`src/hdl/glcs_pkg.sv`:
```
/*
 * Package for the GPIO level and channel scan register bank.
 * Assumes an 8-bit register access port driven by the serial interface decoder.
 */
package glcs_pkg;

	// ----------------------------------------
	// Register offsets
	// ----------------------------------------
	localparam logic [7:0] GLCS_OUTPUT_LEVEL_OFF = 8'h0B;
	localparam logic [7:0] GLCS_INPUT_LEVEL_OFF = 8'h0D;
	localparam logic [7:0] GLCS_SCAN_CONTROL_OFF = 8'h10;
	localparam logic [7:0] GLCS_MANUAL_PICK_OFF = 8'h11;
	localparam logic [7:0] GLCS_SCAN_ENABLE_OFF = 8'h12;

	// ----------------------------------------
	// Field positions and reset values
	// ----------------------------------------
	localparam int GLCS_SCAN_RUN_BIT = 4;
	localparam int GLCS_SCAN_SEL_LSB = 0;
	localparam int GLCS_CHID_MSB = 3;
	localparam logic [7:0] GLCS_RESET_VALUE = 8'h00;
	localparam logic [3:0] GLCS_CHID_RESET = 4'h0;
	localparam logic [7:0] GLCS_ZERO_BYTE = 8'h00;

	typedef enum logic [1:0]
	{
		GLCS_SCAN_MANUAL = 2'h0,
		GLCS_SCAN_AUTO = 2'h1,
		GLCS_SCAN_ON_THE_FLY = 2'h2,
		GLCS_SCAN_RESERVED = 2'h3
	} glcs_scan_select_type;

	// Register write and read port
	typedef struct packed
	{
		logic write_en;
		logic read_en;
		logic [7:0] addr;
		logic [7:0] wdata;
	} glcs_bus_req_type;

	// Channel selection offered to the converter
	typedef struct packed
	{
		logic valid;
		logic [2:0] channel;
		logic reserved_code;
	} glcs_conv_sel_type;

	typedef struct packed
	{
		logic [7:0] output_level_bits;
		logic [7:0] input_meta;
		logic [7:0] input_level_bits;
		logic scan_run;
		glcs_scan_select_type scan_select;
		logic [3:0] manual_channel_id;
		logic [7:0] scan_enable_mask;
		logic [2:0] auto_channel;
		logic [7:0] rdata;
		logic rvalid;
	} glcs_state_type;

endpackage

```
`src/hdl/glcs_regs.sv`:
```
/*
 * GPIO output/input level registers and analog channel scan selection.
 * Assumes a same-clock register port from the serial decoder, pin inputs
 * from outside the clock domain, and pin/direction masks from a sibling block.
 * Limitation: level, mask and pin buses are eight bits wide.
 */
`timescale 1ns/1ps
`default_nettype none

module glcs_regs
	import glcs_pkg::*;
#(
	parameter int CHANNELS = 8
)
(
	input wire logic clk_in, // 250 MHz clock
	input wire logic rst_in, // Synchronous reset, active high
	input wire logic ce_in, // Clock enable, freezes state when low
	input wire glcs_bus_req_type bus_in, // Register access request
	output logic [7:0] rdata_out, // Read data, registered
	output logic rvalid_out, // Read data valid, one cycle
	input wire logic [CHANNELS-1:0] pin_level_in, // Raw channel pin levels
	input wire logic [CHANNELS-1:0] pin_gpio_mask_in, // 1 = channel is GPIO
	input wire logic [CHANNELS-1:0] pin_dir_mask_in, // 1 = GPIO is output
	output logic [CHANNELS-1:0] digital_output_pin_out, // Pin output level
	output logic [CHANNELS-1:0] digital_output_pin_oe_out, // Pin output enable
	input wire logic conv_done_in, // Converter took the current channel
	output glcs_conv_sel_type conv_sel_out, // Channel offered to converter
	output logic scan_active_out // Auto sequence running
);

	glcs_state_type st_r;
	glcs_state_type st_nxt;

	// ----------------------------------------
	// Helpers
	// ----------------------------------------

	// Next enabled channel above cur, wrapping; cur itself if alone
	// Eight probes cover the whole ring, so the search stays bounded
	function automatic logic [2:0] next_enabled(input logic [7:0] mask, input logic [2:0] cur);
		logic [2:0] res;
		logic [2:0] idx;
		logic found;
		res = cur;
		found = 1'b0;
		for (int i = 1; i <= 8; i++)
		begin
			idx = 3'(int'(cur) + i);
			if (!found && mask[idx])
			begin
				res = idx;
				found = 1'b1;
			end
		end
		return res;
	endfunction

	// Lowest enabled channel
	function automatic logic [2:0] first_enabled(input logic [7:0] mask);
		return next_enabled(mask, 3'h7);
	endfunction

	function automatic logic addr_hit(input glcs_bus_req_type req, input logic [7:0] off);
		return req.addr == off;
	endfunction

	// Empty mask keeps the sequencer idle even with run set
	wire logic auto_mode = (st_r.scan_select == GLCS_SCAN_AUTO);
	wire logic running = auto_mode && st_r.scan_run && (st_r.scan_enable_mask != GLCS_ZERO_BYTE);

	// ----------------------------------------
	// Next state
	// ----------------------------------------
	always_comb
	begin
		st_nxt = st_r;
		// Pulse only; a held valid would answer one read twice
		st_nxt.rvalid = 1'b0;

		// ----------------------------------------
		// Pin synchroniser
		// ----------------------------------------
		// Only the second stage is read, so a metastable
		// first stage never reaches the bus
		// two-flop pin sampling
		st_nxt.input_meta = pin_level_in;
		st_nxt.input_level_bits = st_r.input_meta;

		// ----------------------------------------
		// Register writes
		// ----------------------------------------
		// Writes to the read-only input level offset fall through
		if (bus_in.write_en)
		begin
			if (addr_hit(bus_in, GLCS_OUTPUT_LEVEL_OFF))
				st_nxt.output_level_bits = bus_in.wdata;
			if (addr_hit(bus_in, GLCS_SCAN_CONTROL_OFF))
			begin
				st_nxt.scan_run = bus_in.wdata[GLCS_SCAN_RUN_BIT];
				st_nxt.scan_select = glcs_scan_select_type'(bus_in.wdata[GLCS_SCAN_SEL_LSB +: 2]);
			end
			if (addr_hit(bus_in, GLCS_MANUAL_PICK_OFF))
				st_nxt.manual_channel_id = bus_in.wdata[GLCS_CHID_MSB:0];
			if (addr_hit(bus_in, GLCS_SCAN_ENABLE_OFF))
				st_nxt.scan_enable_mask = bus_in.wdata;
		end

		// ----------------------------------------
		// Auto sequencer
		// ----------------------------------------
		// A channel disabled under the sequencer is left at once,
		// without waiting for the converter, so no stale pick stands
		// ascending step, restart at lowest on stop
		if (running)
		begin
			if (!st_r.scan_enable_mask[st_r.auto_channel])
				st_nxt.auto_channel = next_enabled(st_r.scan_enable_mask, st_r.auto_channel);
			else if (conv_done_in)
				st_nxt.auto_channel = next_enabled(st_r.scan_enable_mask, st_r.auto_channel);
		end
		else
			st_nxt.auto_channel = first_enabled(st_r.scan_enable_mask);

		// ----------------------------------------
		// Read mux
		// ----------------------------------------
		// Reads see the state before a write in the same cycle
		if (bus_in.read_en)
		begin
			st_nxt.rvalid = 1'b1;
			unique case (bus_in.addr)
				GLCS_OUTPUT_LEVEL_OFF: st_nxt.rdata = st_r.output_level_bits;
				GLCS_INPUT_LEVEL_OFF: st_nxt.rdata = st_r.input_level_bits;
				GLCS_SCAN_CONTROL_OFF: st_nxt.rdata = {3'h0, st_r.scan_run, 2'h0, st_r.scan_select};
				GLCS_MANUAL_PICK_OFF: st_nxt.rdata = {4'h0, st_r.manual_channel_id};
				GLCS_SCAN_ENABLE_OFF: st_nxt.rdata = st_r.scan_enable_mask;
				default: st_nxt.rdata = GLCS_ZERO_BYTE;
			endcase
		end
	end

	// ----------------------------------------
	// State register
	// ----------------------------------------
	always_ff @(posedge clk_in)
	begin
		if (rst_in)
		begin
			st_r <= '0;
			// Named fields restated so the reset modes stay visible
			st_r.scan_select <= GLCS_SCAN_MANUAL;
			st_r.manual_channel_id <= GLCS_CHID_RESET;
			st_r.output_level_bits <= GLCS_RESET_VALUE;
		end
		else if (ce_in)
			st_r <= st_nxt;
	end

	// ----------------------------------------
	// Outputs
	// ----------------------------------------
	assign rdata_out = st_r.rdata;
	assign rvalid_out = st_r.rvalid;
	assign scan_active_out = running;

	// ----------------------------------------
	// Pin drivers
	// ----------------------------------------
	// Masks come from the sibling pin block on this clock,
	// so they are used without synchronising

	assign digital_output_pin_oe_out = pin_gpio_mask_in & pin_dir_mask_in;
	assign digital_output_pin_out = st_r.output_level_bits & digital_output_pin_oe_out;

	// ----------------------------------------
	// Converter select
	// ----------------------------------------
	// Reserved codes offer no channel; the converter must idle

	always_comb
	begin
		conv_sel_out = '0;
		unique case (st_r.scan_select)
			GLCS_SCAN_MANUAL:
			begin
				conv_sel_out.reserved_code = st_r.manual_channel_id[GLCS_CHID_MSB];
				conv_sel_out.valid = !st_r.manual_channel_id[GLCS_CHID_MSB];
				conv_sel_out.channel = st_r.manual_channel_id[2:0];
			end
			GLCS_SCAN_AUTO:
			begin
				conv_sel_out.valid = running;
				conv_sel_out.channel = st_r.auto_channel;
			end
			// On-the-fly channel comes with each frame, outside this bank
			GLCS_SCAN_ON_THE_FLY: conv_sel_out.valid = 1'b0;
			GLCS_SCAN_RESERVED: conv_sel_out.reserved_code = 1'b1;
		endcase
	end

endmodule

`default_nettype wire

```
`config.mk`:
```
export PLATFORM = sky130hd
export DESIGN_NAME = glcs_regs
export DESIGN_NICKNAME = d
export VERILOG_FILES = /design/src/hdl/glcs_pkg.sv /design/src/hdl/glcs_regs.sv
export SDC_FILE = /design/constraint.sdc
export NUM_CORES = 1
export LEC_CHECK = 0
export ABC_AREA = 0
export BUFFER_PORTS_ARGS = -buffer_cell sky130_fd_sc_hd__buf_2
export CAP_MARGIN = 5
export CORE_ASPECT_RATIO = 1.1
export CORE_UTILIZATION = 40
export CTS_BUF_LIST = sky130_fd_sc_hd__clkbuf_8
export CTS_CLUSTER_SIZE = 30
export DETAILED_ROUTE_END_ITERATION = 6
export GPL_TIMING_DRIVEN = 1
export HOLD_SLACK_MARGIN = 0.06
export PLACE_DENSITY = 0.68
export SYNTH_ARGS = -nofsm -noshare
export SYNTH_HDL_FRONTEND = slang
export SYNTH_SLANG_ARGS = --single-unit
```
`constraint.sdc`:
```
create_clock -name clk_in -period 10.6 [get_ports clk_in]
set_input_delay 2.65 -clock clk_in [delete_from_list [all_inputs] [get_ports clk_in]]
set_output_delay 2.65 -clock clk_in [all_outputs]
set_load 0.01 [all_outputs]
```
==> results of run 1 <==
## power breakdown
group / internal (W) / switching [W]
clock: 0.0000461 / 0.0000665
sequential: 0.000196 / 0.00000874
combinational: 0.0000255 / 0.0000294
total: 0.000268 / 0.000105
## worst paths after layout
| path | from | to | cells after the start |
|---|---|---|---|
| worst max-delay path | pin_gpio_mask_in[2] | digital_output_pin_out[2] | 3 |
| worst min-delay path | rvalid_out | rvalid_out | 2 |
| worst max register to register | st_r[9] | st_r[10] | 9 |
| worst min register to register | rvalid_out | rvalid_out | 2 |
## metrics by stage
stage | cell area, um2 | hold WS, ps | cells
floorplan | 3430 | 457 | 384
global placement | 3780 | 460 | 535
detailed placement | 3780 | 468 | 535
CTS | 3870 | 483 | 543
global route | 3870 | 512 | 543
finish | 3870 | 485 | 543
## synth_stat cells (2+ instances only)
library cell   n
and3_1        10
dfxtp_1       51
mux2_2         7
o221ai_1       2
buf_1          3
a22o_1         5
nor2b_1        4
nand2b_1       4
inv_1          9
nor3_1         4
ha_1           5
mux4_2        11
a21oi_1       13
o311a_1        2
a222oi_1       8
o21ai_0       11
clkbuf_1      23
a2bb2oi_1      6
and2_1        11
nand4_1        6
o31ai_1        3
a31oi_1        3
a32o_1         2
nand3_1        4
nand2_1       17
buf_4          8
mux2i_1       56
nor2_1        63
nor4_1         2
## per-layer routing
layer | vias to the layer above | global-route usage | share of wire
li1 | 1508 | - | -
met1 | 1478 | 0.252 | 0.44
met2 | 100 | 0.340 | 0.50
met3 | 14 | 0.0183 | 0.038
met4 | 0 | 0.0695 | 0.017
met5 | - | 0 | 0
## logic make-up after synthesis
kind of cell / count (synthesis) / share of synthesized area
fa+ha+maj: 5 / 0.0182
flops: 51 / 0.297
compound gates: 71 / 0.164
xor+xnor: 2 / 0.00510
buf+inv: 46 / 0.0619
mux: 75 / 0.263
simple gates: 134 / 0.191
## worst max-delay path: stages
cell    delay (ps)
buf_2          100
and3_1         170
buf_2          130
## state kept, by name, summed over array words and instances (netlist names)
| name | cells |
|---|---|
| st_r | 34 |
| st_nxt | 8 |
| rvalid_out | 1 |
| rdata_out | 8 |
## final cells by class
class | count | area, um2 | area share
multi-input cells | 287 | 2200 | 0.568
flip-flops and latches | 51 | 1020 | 0.264
repair buffers | 77 | 388 | 0.100
well taps | 111 | 139 | 0.0359
clock buffers | 5 | 68.8 | 0.0178
inverters | 9 | 33.8 | 0.00873
clock inverters | 3 | 20.0 | 0.00517
==> reports/metrics.yaml, run 1 <==
cts_tree: "done"
grt_max_degree: 50
critPathKind: "input pin to output port"
insertion_delay_ps: 300
leakagePower_nw: 1.70
synthArstFlopShare: 0
post-synth-top-area-cell: "dfxtp_1"
drt_iter0_markers: 203
ys_warn_count: 0
ys.flop_type: "dfxtp_1"
min_period_ps: 5700
syn_area_um2: 3430
cts_root_buffer: "clkbuf_8"
drv_slew: 0
cts_buffers: 5
synth_seq_cells: 51
detailed_place_hpwl_mm: 6.55
cp_max_fo: 2
drc_errors: 0
ys_types: 60
antenna_found_initial: 0
antenna_left: 0
hp-class: "register to register"
num_rows: 35
gp_congestion: 0.902
fin_skew_ps: 2.39
cts-hold-fix-buffers: 0
route.vias.total: 3100
worst_pin_slew_ps: 956
cts_sinks: 51
areaGrowthSynthToFinish_pct: 12.7
drt-wirelength-per-cell_um: 16.1
postLayoutCoreUtil: 0.463
clk_pin_slew_worst_paths_ps: 90
fin_tns_setup_ps: 0
die-height_um: 99.2
crit_required_ps: 7950
core_um2: 8360
synth_edf_count: 0
die_area_um2: 8960
nNetsFinal: 482
io_pins: 77
synth_nets: 435
clockBufferDepth: 2
die_w_um: 90.3
cts_max_level: 2
relSlewSlack: 0.362
max_clock_freq_mhz: 176
hold_violations: 0
status: "complete, no violations"
initial_core_util: 0.410
cp.arrival_ps: 3050
ys_seq_area_frac: 0.297
portBuffers: 76
antenna_cells: 0
wirelength_mm: 8.76
power_density_nw_per_um2: 96.2
vdd_drop_max_mv: 0.0935
yosys.area.top_type_share: 0.297
post-route-period-util: 0.538
setup_violations: 0
via_per_inst: 5.71
cts_setup_buffers: 0
setup_ws_ps: 4900
grt_pass1_wl_mm: 14.2
layout_common_cells: "buf_2 (76), nor2_1 (63), mux2i_1 (56), dfxtp_1 (51), nand2_1 (17)"
rrSetupSlack_ps: 6450
avgSynthCellArea_um2: 8.94
track_usage: 0.195
endpoint_kind: "output port"
layout_commonest_cell: "buf_2"
ys_top_cells_by_area: "dfxtp_1 (30%), mux2i_1 (16%), mux4_2 (7.2%)"
rsz0062_at_grt: "false"
drv_cap: 0
dr.pass1.iters: 5
fillers: 813
syn_inst: 384
grt_overflow: 0
grt_pass1_vias: 2856
power_w: 0.000372
cts_resized: 0
drive_gt1_frac: 0.259
pre_cts_ws_ps: 4900
worst_setup_path_start_kind: "input pin"
Note: power is estimated with default switching activity, not from simulation.
==> run 2, diff against run 1 <==
- clock period: 10.6 -> 5.65 ns (I/O delays scaled with it)
==> run 2 against run 1 <==
Setup slack got worse by 3000 ps. Non-clock buffer count is 1 higher. Clock power increased to 2.7 times the previous value. Core utilization grew 0.70 points. Via count is 1.4% higher. Sequential power increased by 86%. Clock-buffer cell count stayed put.
==> reports/metrics.yaml, run 2 (synthesis results as in run 1) <==
cts_setup_buffers: 0
route.vias.total: 3144
cts_resized: 0
post-route-period-util: 0.656
cp_top_family: "compound AO/OA/AOI/OAI gates"
drt_iter0_markers: 219
status: "complete, no violations"
critPathKind: "register to register"
endpoint_kind: "register"
fin_tns_setup_ps: 0
cts_sinks: 51
worst_pin_slew_ps: 900
cts_buffers: 5
rsz0062_at_grt: "false"
nNetsFinal: 483
dr.pass1.iters: 5
stdcell_area_um2: 3930
path_cells: "inv_1, ha_1, mux4_2, a21oi_1, a32oi_1, o41ai_4, o21ai_1, o31a_1"
antenna_cells: 0
crit_required_ps: 5850
drv_slew: 0
final_cells: 544
r2r-end: "st_r[10]"
cp_max_fo: 13
antenna_found_initial: 0
max_clock_freq_mhz: 270
worst_setup_path_start_kind: "register"
reg2regPathDepth: 8
grt_overflow: 0
clk_pin_slew_worst_paths_ps: 100
dp.cells: 536
layout_commonest_cell: "buf_2"
r2r-start: "st_r[10]"
cp.arrival_ps: 3910
hold_end: "rvalid_out"
hold_violations: 0
fillers: 797
wirelength_mm: 8.69
hp-class: "register to register"
crit_slowest_cell: "ha_1"
initial_core_util: 0.410
grt_pass1_wl_mm: 13.6
clockBufferDepth: 2
largest_reg_flops: 34
die_w_um: 90.3
min_period_ps: 3710
fin_skew_ps: 6.30
areaGrowthSynthToFinish_pct: 14.4
leakagePower_nw: 1.73
power_density_nw_per_um2: 202
vdd_drop_max_mv: 0.181
cts-hold-fix-buffers: 0
relSlewSlack: 0.400
layout_common_cells: "buf_2 (76), nor2_1 (63), mux2i_1 (56), dfxtp_1 (51), nand2_1 (17)"
detailed_place_hpwl_mm: 6.45
worstHoldStart: "rvalid_out"
rrSetupSlack_ps: 1940
cts_max_level: 2
drv_cap: 0
grt_max_degree: 50
timing.hold.ws_ps: 486
core_um2: 8360
power_w: 0.000795
cp_slowest_stage_delay_ps: 670
portBuffers: 76
drive_gt1_frac: 0.261
grt_pass1_vias: 2789
drc_errors: 0
drt-wirelength-per-cell_um: 16.0
die_area_um2: 8960
setup_violations: 0
io_pins: 77
die-height_um: 99.2
track_usage: 0.187
via_per_inst: 5.78
cts_root_buffer: "clkbuf_8"
gp_congestion: 0.930
insertion_delay_ps: 310
cp_num_buf_inv: 1
antenna_left: 0
whs_path_depth: 2
cts_tree: "done"
largest-register: "st_r"
num_rows: 35
placed_area_um2: 3790
-- run 2: layout make-up --
type	count	area [um2]	share of cell area
multi-input combinational	287	2200	0.560
sequential	51	1020	0.260
timing repair buffer	78	395	0.101
tap	111	139	0.0354
clock inverter	3	71.3	0.0182
clock buffer	5	68.8	0.0175
inverter	9	33.8	0.00860
-- run 2: metrics by stage --
stage               utilization  worst slack (ps)
floorplan                     -              2250
global placement          0.453              2120
detailed placement        0.453              2080
CTS                       0.470              2000
global route              0.470              1860
finish                    0.470              1940
-- run 2: power by group --
part / switching (W) / internal (W)
clock: 0.000128 / 0.000180
sequential: 0.0000144 / 0.000368
combinational: 0.0000562 / 0.0000483
total: 0.000199 / 0.000596
-- run 2: worst register-to-register path, delay by kind of cell (launching register included) --
| kind | cells | cell delay, ps |
|---|---|---|
| adder cells (fa/ha/maj) | 1 | 670 |
| AO/OA/AOI/OAI | 5 | 1460 |
| multiplexers | 1 | 640 |
| buffers and inverters | 1 | 200 |
| flip-flops | 1 | 650 |
-- run 2: worst max-delay path by stage --
stage / from / end / slack, ps / cells after the start
after CTS: st_r[12] / scan_active_out / 2000 / 4
after detailed placement: bus_in[13] / st_r[43] / 2080 / 7
after global routing: st_r[10] / st_r[10] / 1860 / 8
final: st_r[10] / st_r[10] / 1940 / 8
after floorplan: bus_in[13] / st_r[12] / 2250 / 6
after global placement: bus_in[13] / st_r[43] / 2120 / 7
-- run 2: per-layer routing --
layer  global-route usage  vias to the layer above  wire, um
met5                    0                        -         0
met4               0.0658                        0       170
met3               0.0260                       16       451
met2                0.334                      123      4270
met1                0.232                     1492      3790
li1                     -                     1513         -
==> run 3, diff against run 2 <==
- clock period: 5.65 -> 3.6 ns (I/O delays scaled with it)
==> run 3 against run 2 <==
Sequential share of layout area is 0.42 points lower. Setup slack worse by 1500 ps. Clock power grew 38%. Die area stayed put. Core utilization rose by 0.76 points. Routed wire length grew 4.6%. Via count up 1.4%. Fmax up 18%. Largest power group unchanged.
==> reports/metrics.yaml, run 3 (synthesis results as in run 1) <==
setup_violations: 0
hp-class: "register to register"
largest_reg_flops: 34
leakagePower_nw: 1.78
cp_slowest_stage_delay_ps: 530
wirelength_mm: 9.09
clockBufferDepth: 2
cp.arrival_ps: 3350
cp_num_buf_inv: 1
crit_end: "st_r[11]"
drc_errors: 0
r2r-end: "st_r[11]"
hold_violations: 0
layout_commonest_cell: "buf_2"
num_rows: 35
cts_max_level: 2
initial_core_util: 0.410
min_period_ps: 3150
critPathKind: "register to register"
drt_iter0_markers: 173
antenna_left: 0
cts_buffers: 5
grt_max_degree: 49
whs_path_depth: 2
relSlewSlack: 0.429
worst_setup_path_start_kind: "register"
cp_max_fo: 11
fin_skew_ps: 11.7
reg2regPathDepth: 8
core_um2: 8360
drv_slew: 0
r2r-start: "st_r[10]"
route.vias.total: 3189
rsz0062_at_grt: "false"
crit_slowest_cell: "mux4_2"
cp_num_cells: 8
antenna_cells: 0
status: "complete, no violations"
grt_pass1_vias: 3042
nNetsFinal: 494
antenna_found_initial: 0
postLayoutCoreUtil: 0.477
max_clock_freq_mhz: 318
areaGrowthSynthToFinish_pct: 16.3
cts_tree: "done"
fin_tns_setup_ps: 0
track_usage: 0.205
cts_sinks: 51
largest-register: "st_r"
die_area_um2: 8960
crit_required_ps: 3800
drv_cap: 0
cp_top_family: "multiplexers"
portBuffers: 76
post-route-period-util: 0.874
timing.hold.ws_ps: 480
cts_resized: 0
worst_pin_slew_ps: 849
timing.critical_path.from: "st_r[10]"
die-height_um: 99.2
io_pins: 77
cts_root_buffer: "clkbuf_8"
rrSetupSlack_ps: 450
grt_overflow: 0
path_cells: "buf_4, ha_1, mux2_2, mux4_2, nor4b_2, a41oi_2, or2_0, a32o_1"
layout_common_cells: "buf_2 (76), nor2_1 (63), mux2i_1 (56), dfxtp_1 (51), nand2_1 (17)"
detailed_place_hpwl_mm: 7.01
fillers: 830
cts-hold-fix-buffers: 0
power_density_nw_per_um2: 301
vdd_drop_max_mv: 0.203
grt_pass1_wl_mm: 15.0
via_per_inst: 5.75
dr.pass1.iters: 6
clk_pin_slew_worst_paths_ps: 100
gp_congestion: 0.840
drt-wirelength-per-cell_um: 16.4
cts_setup_buffers: 0
die_w_um: 90.3
drive_gt1_frac: 0.279
insertion_delay_ps: 310
endpoint_kind: "register"
[run 3: cell types whose count changed in the layout (fill, tap and decap cells not counted)]
cell,change
clkbuf_8,+1
buf_4,+11
inv_8,-1
bufinv_16,-1
inv_6,+1
[run 3: tightest hold or removal path: stages, from the launching register on]
cell      delay (ps)
dfxtp_1          320
nand2b_1          70
a21oi_1           60
[run 3: layout make-up]
cell class / instances / area (um2) / share of cell area
Multi-Input combinational cell: 287 / 2200 / 0.551
Sequential cell: 51 / 1020 / 0.256
Timing Repair Buffer: 89 / 478 / 0.120
Tap cell: 111 / 139 / 0.0348
Clock buffer: 6 / 82.6 / 0.0207
Clock inverter: 2 / 38.8 / 0.00971
Inverter: 9 / 33.8 / 0.00846
[run 3: how the worst min path moves through the flow]
stage / endpoint / startpoint
2_1_floorplan: rdata_out[2] / rdata_out[2]
3_3_place_gp: rvalid_out / rvalid_out
3_5_place_dp: rvalid_out / rvalid_out
4_1_cts: rvalid_out / rvalid_out
5_1_grt: rvalid_out / rvalid_out
6_report: rvalid_out / rvalid_out
[run 3: per-layer routing]
layer,global-route usage,routed length [um]
met3,0.0275,392
met4,0.0782,226
met2,0.371,4640
met1,0.249,3820
met5,0,0
[run 3: where the power goes]
| part | leakage, nW | total (W) | switching [W] | internal, W |
|---|---|---|---|---|
| logic | 1.30 | 0.000185 | 0.000101 | 0.0000846 |
| clock network | 0.0618 | 0.000424 | 0.000195 | 0.000229 |
| registers | 0.414 | 0.000592 | 0.0000144 | 0.000577 |
[run 3: metrics by stage]
step | setup slack, ps | cells | area (um2) | power, W
final | 455 | 555 | 3990 | 0.00120
after global routing | 298 | 555 | 3990 | 0.00125
after CTS | 456 | 555 | 3990 | 0.00121
after detailed placement | 495 | 547 | 3870 | 0.000790
after global placement | 542 | 547 | 3870 | 0.000786
after floorplan | 279 | 384 | 3430 | 0.000721
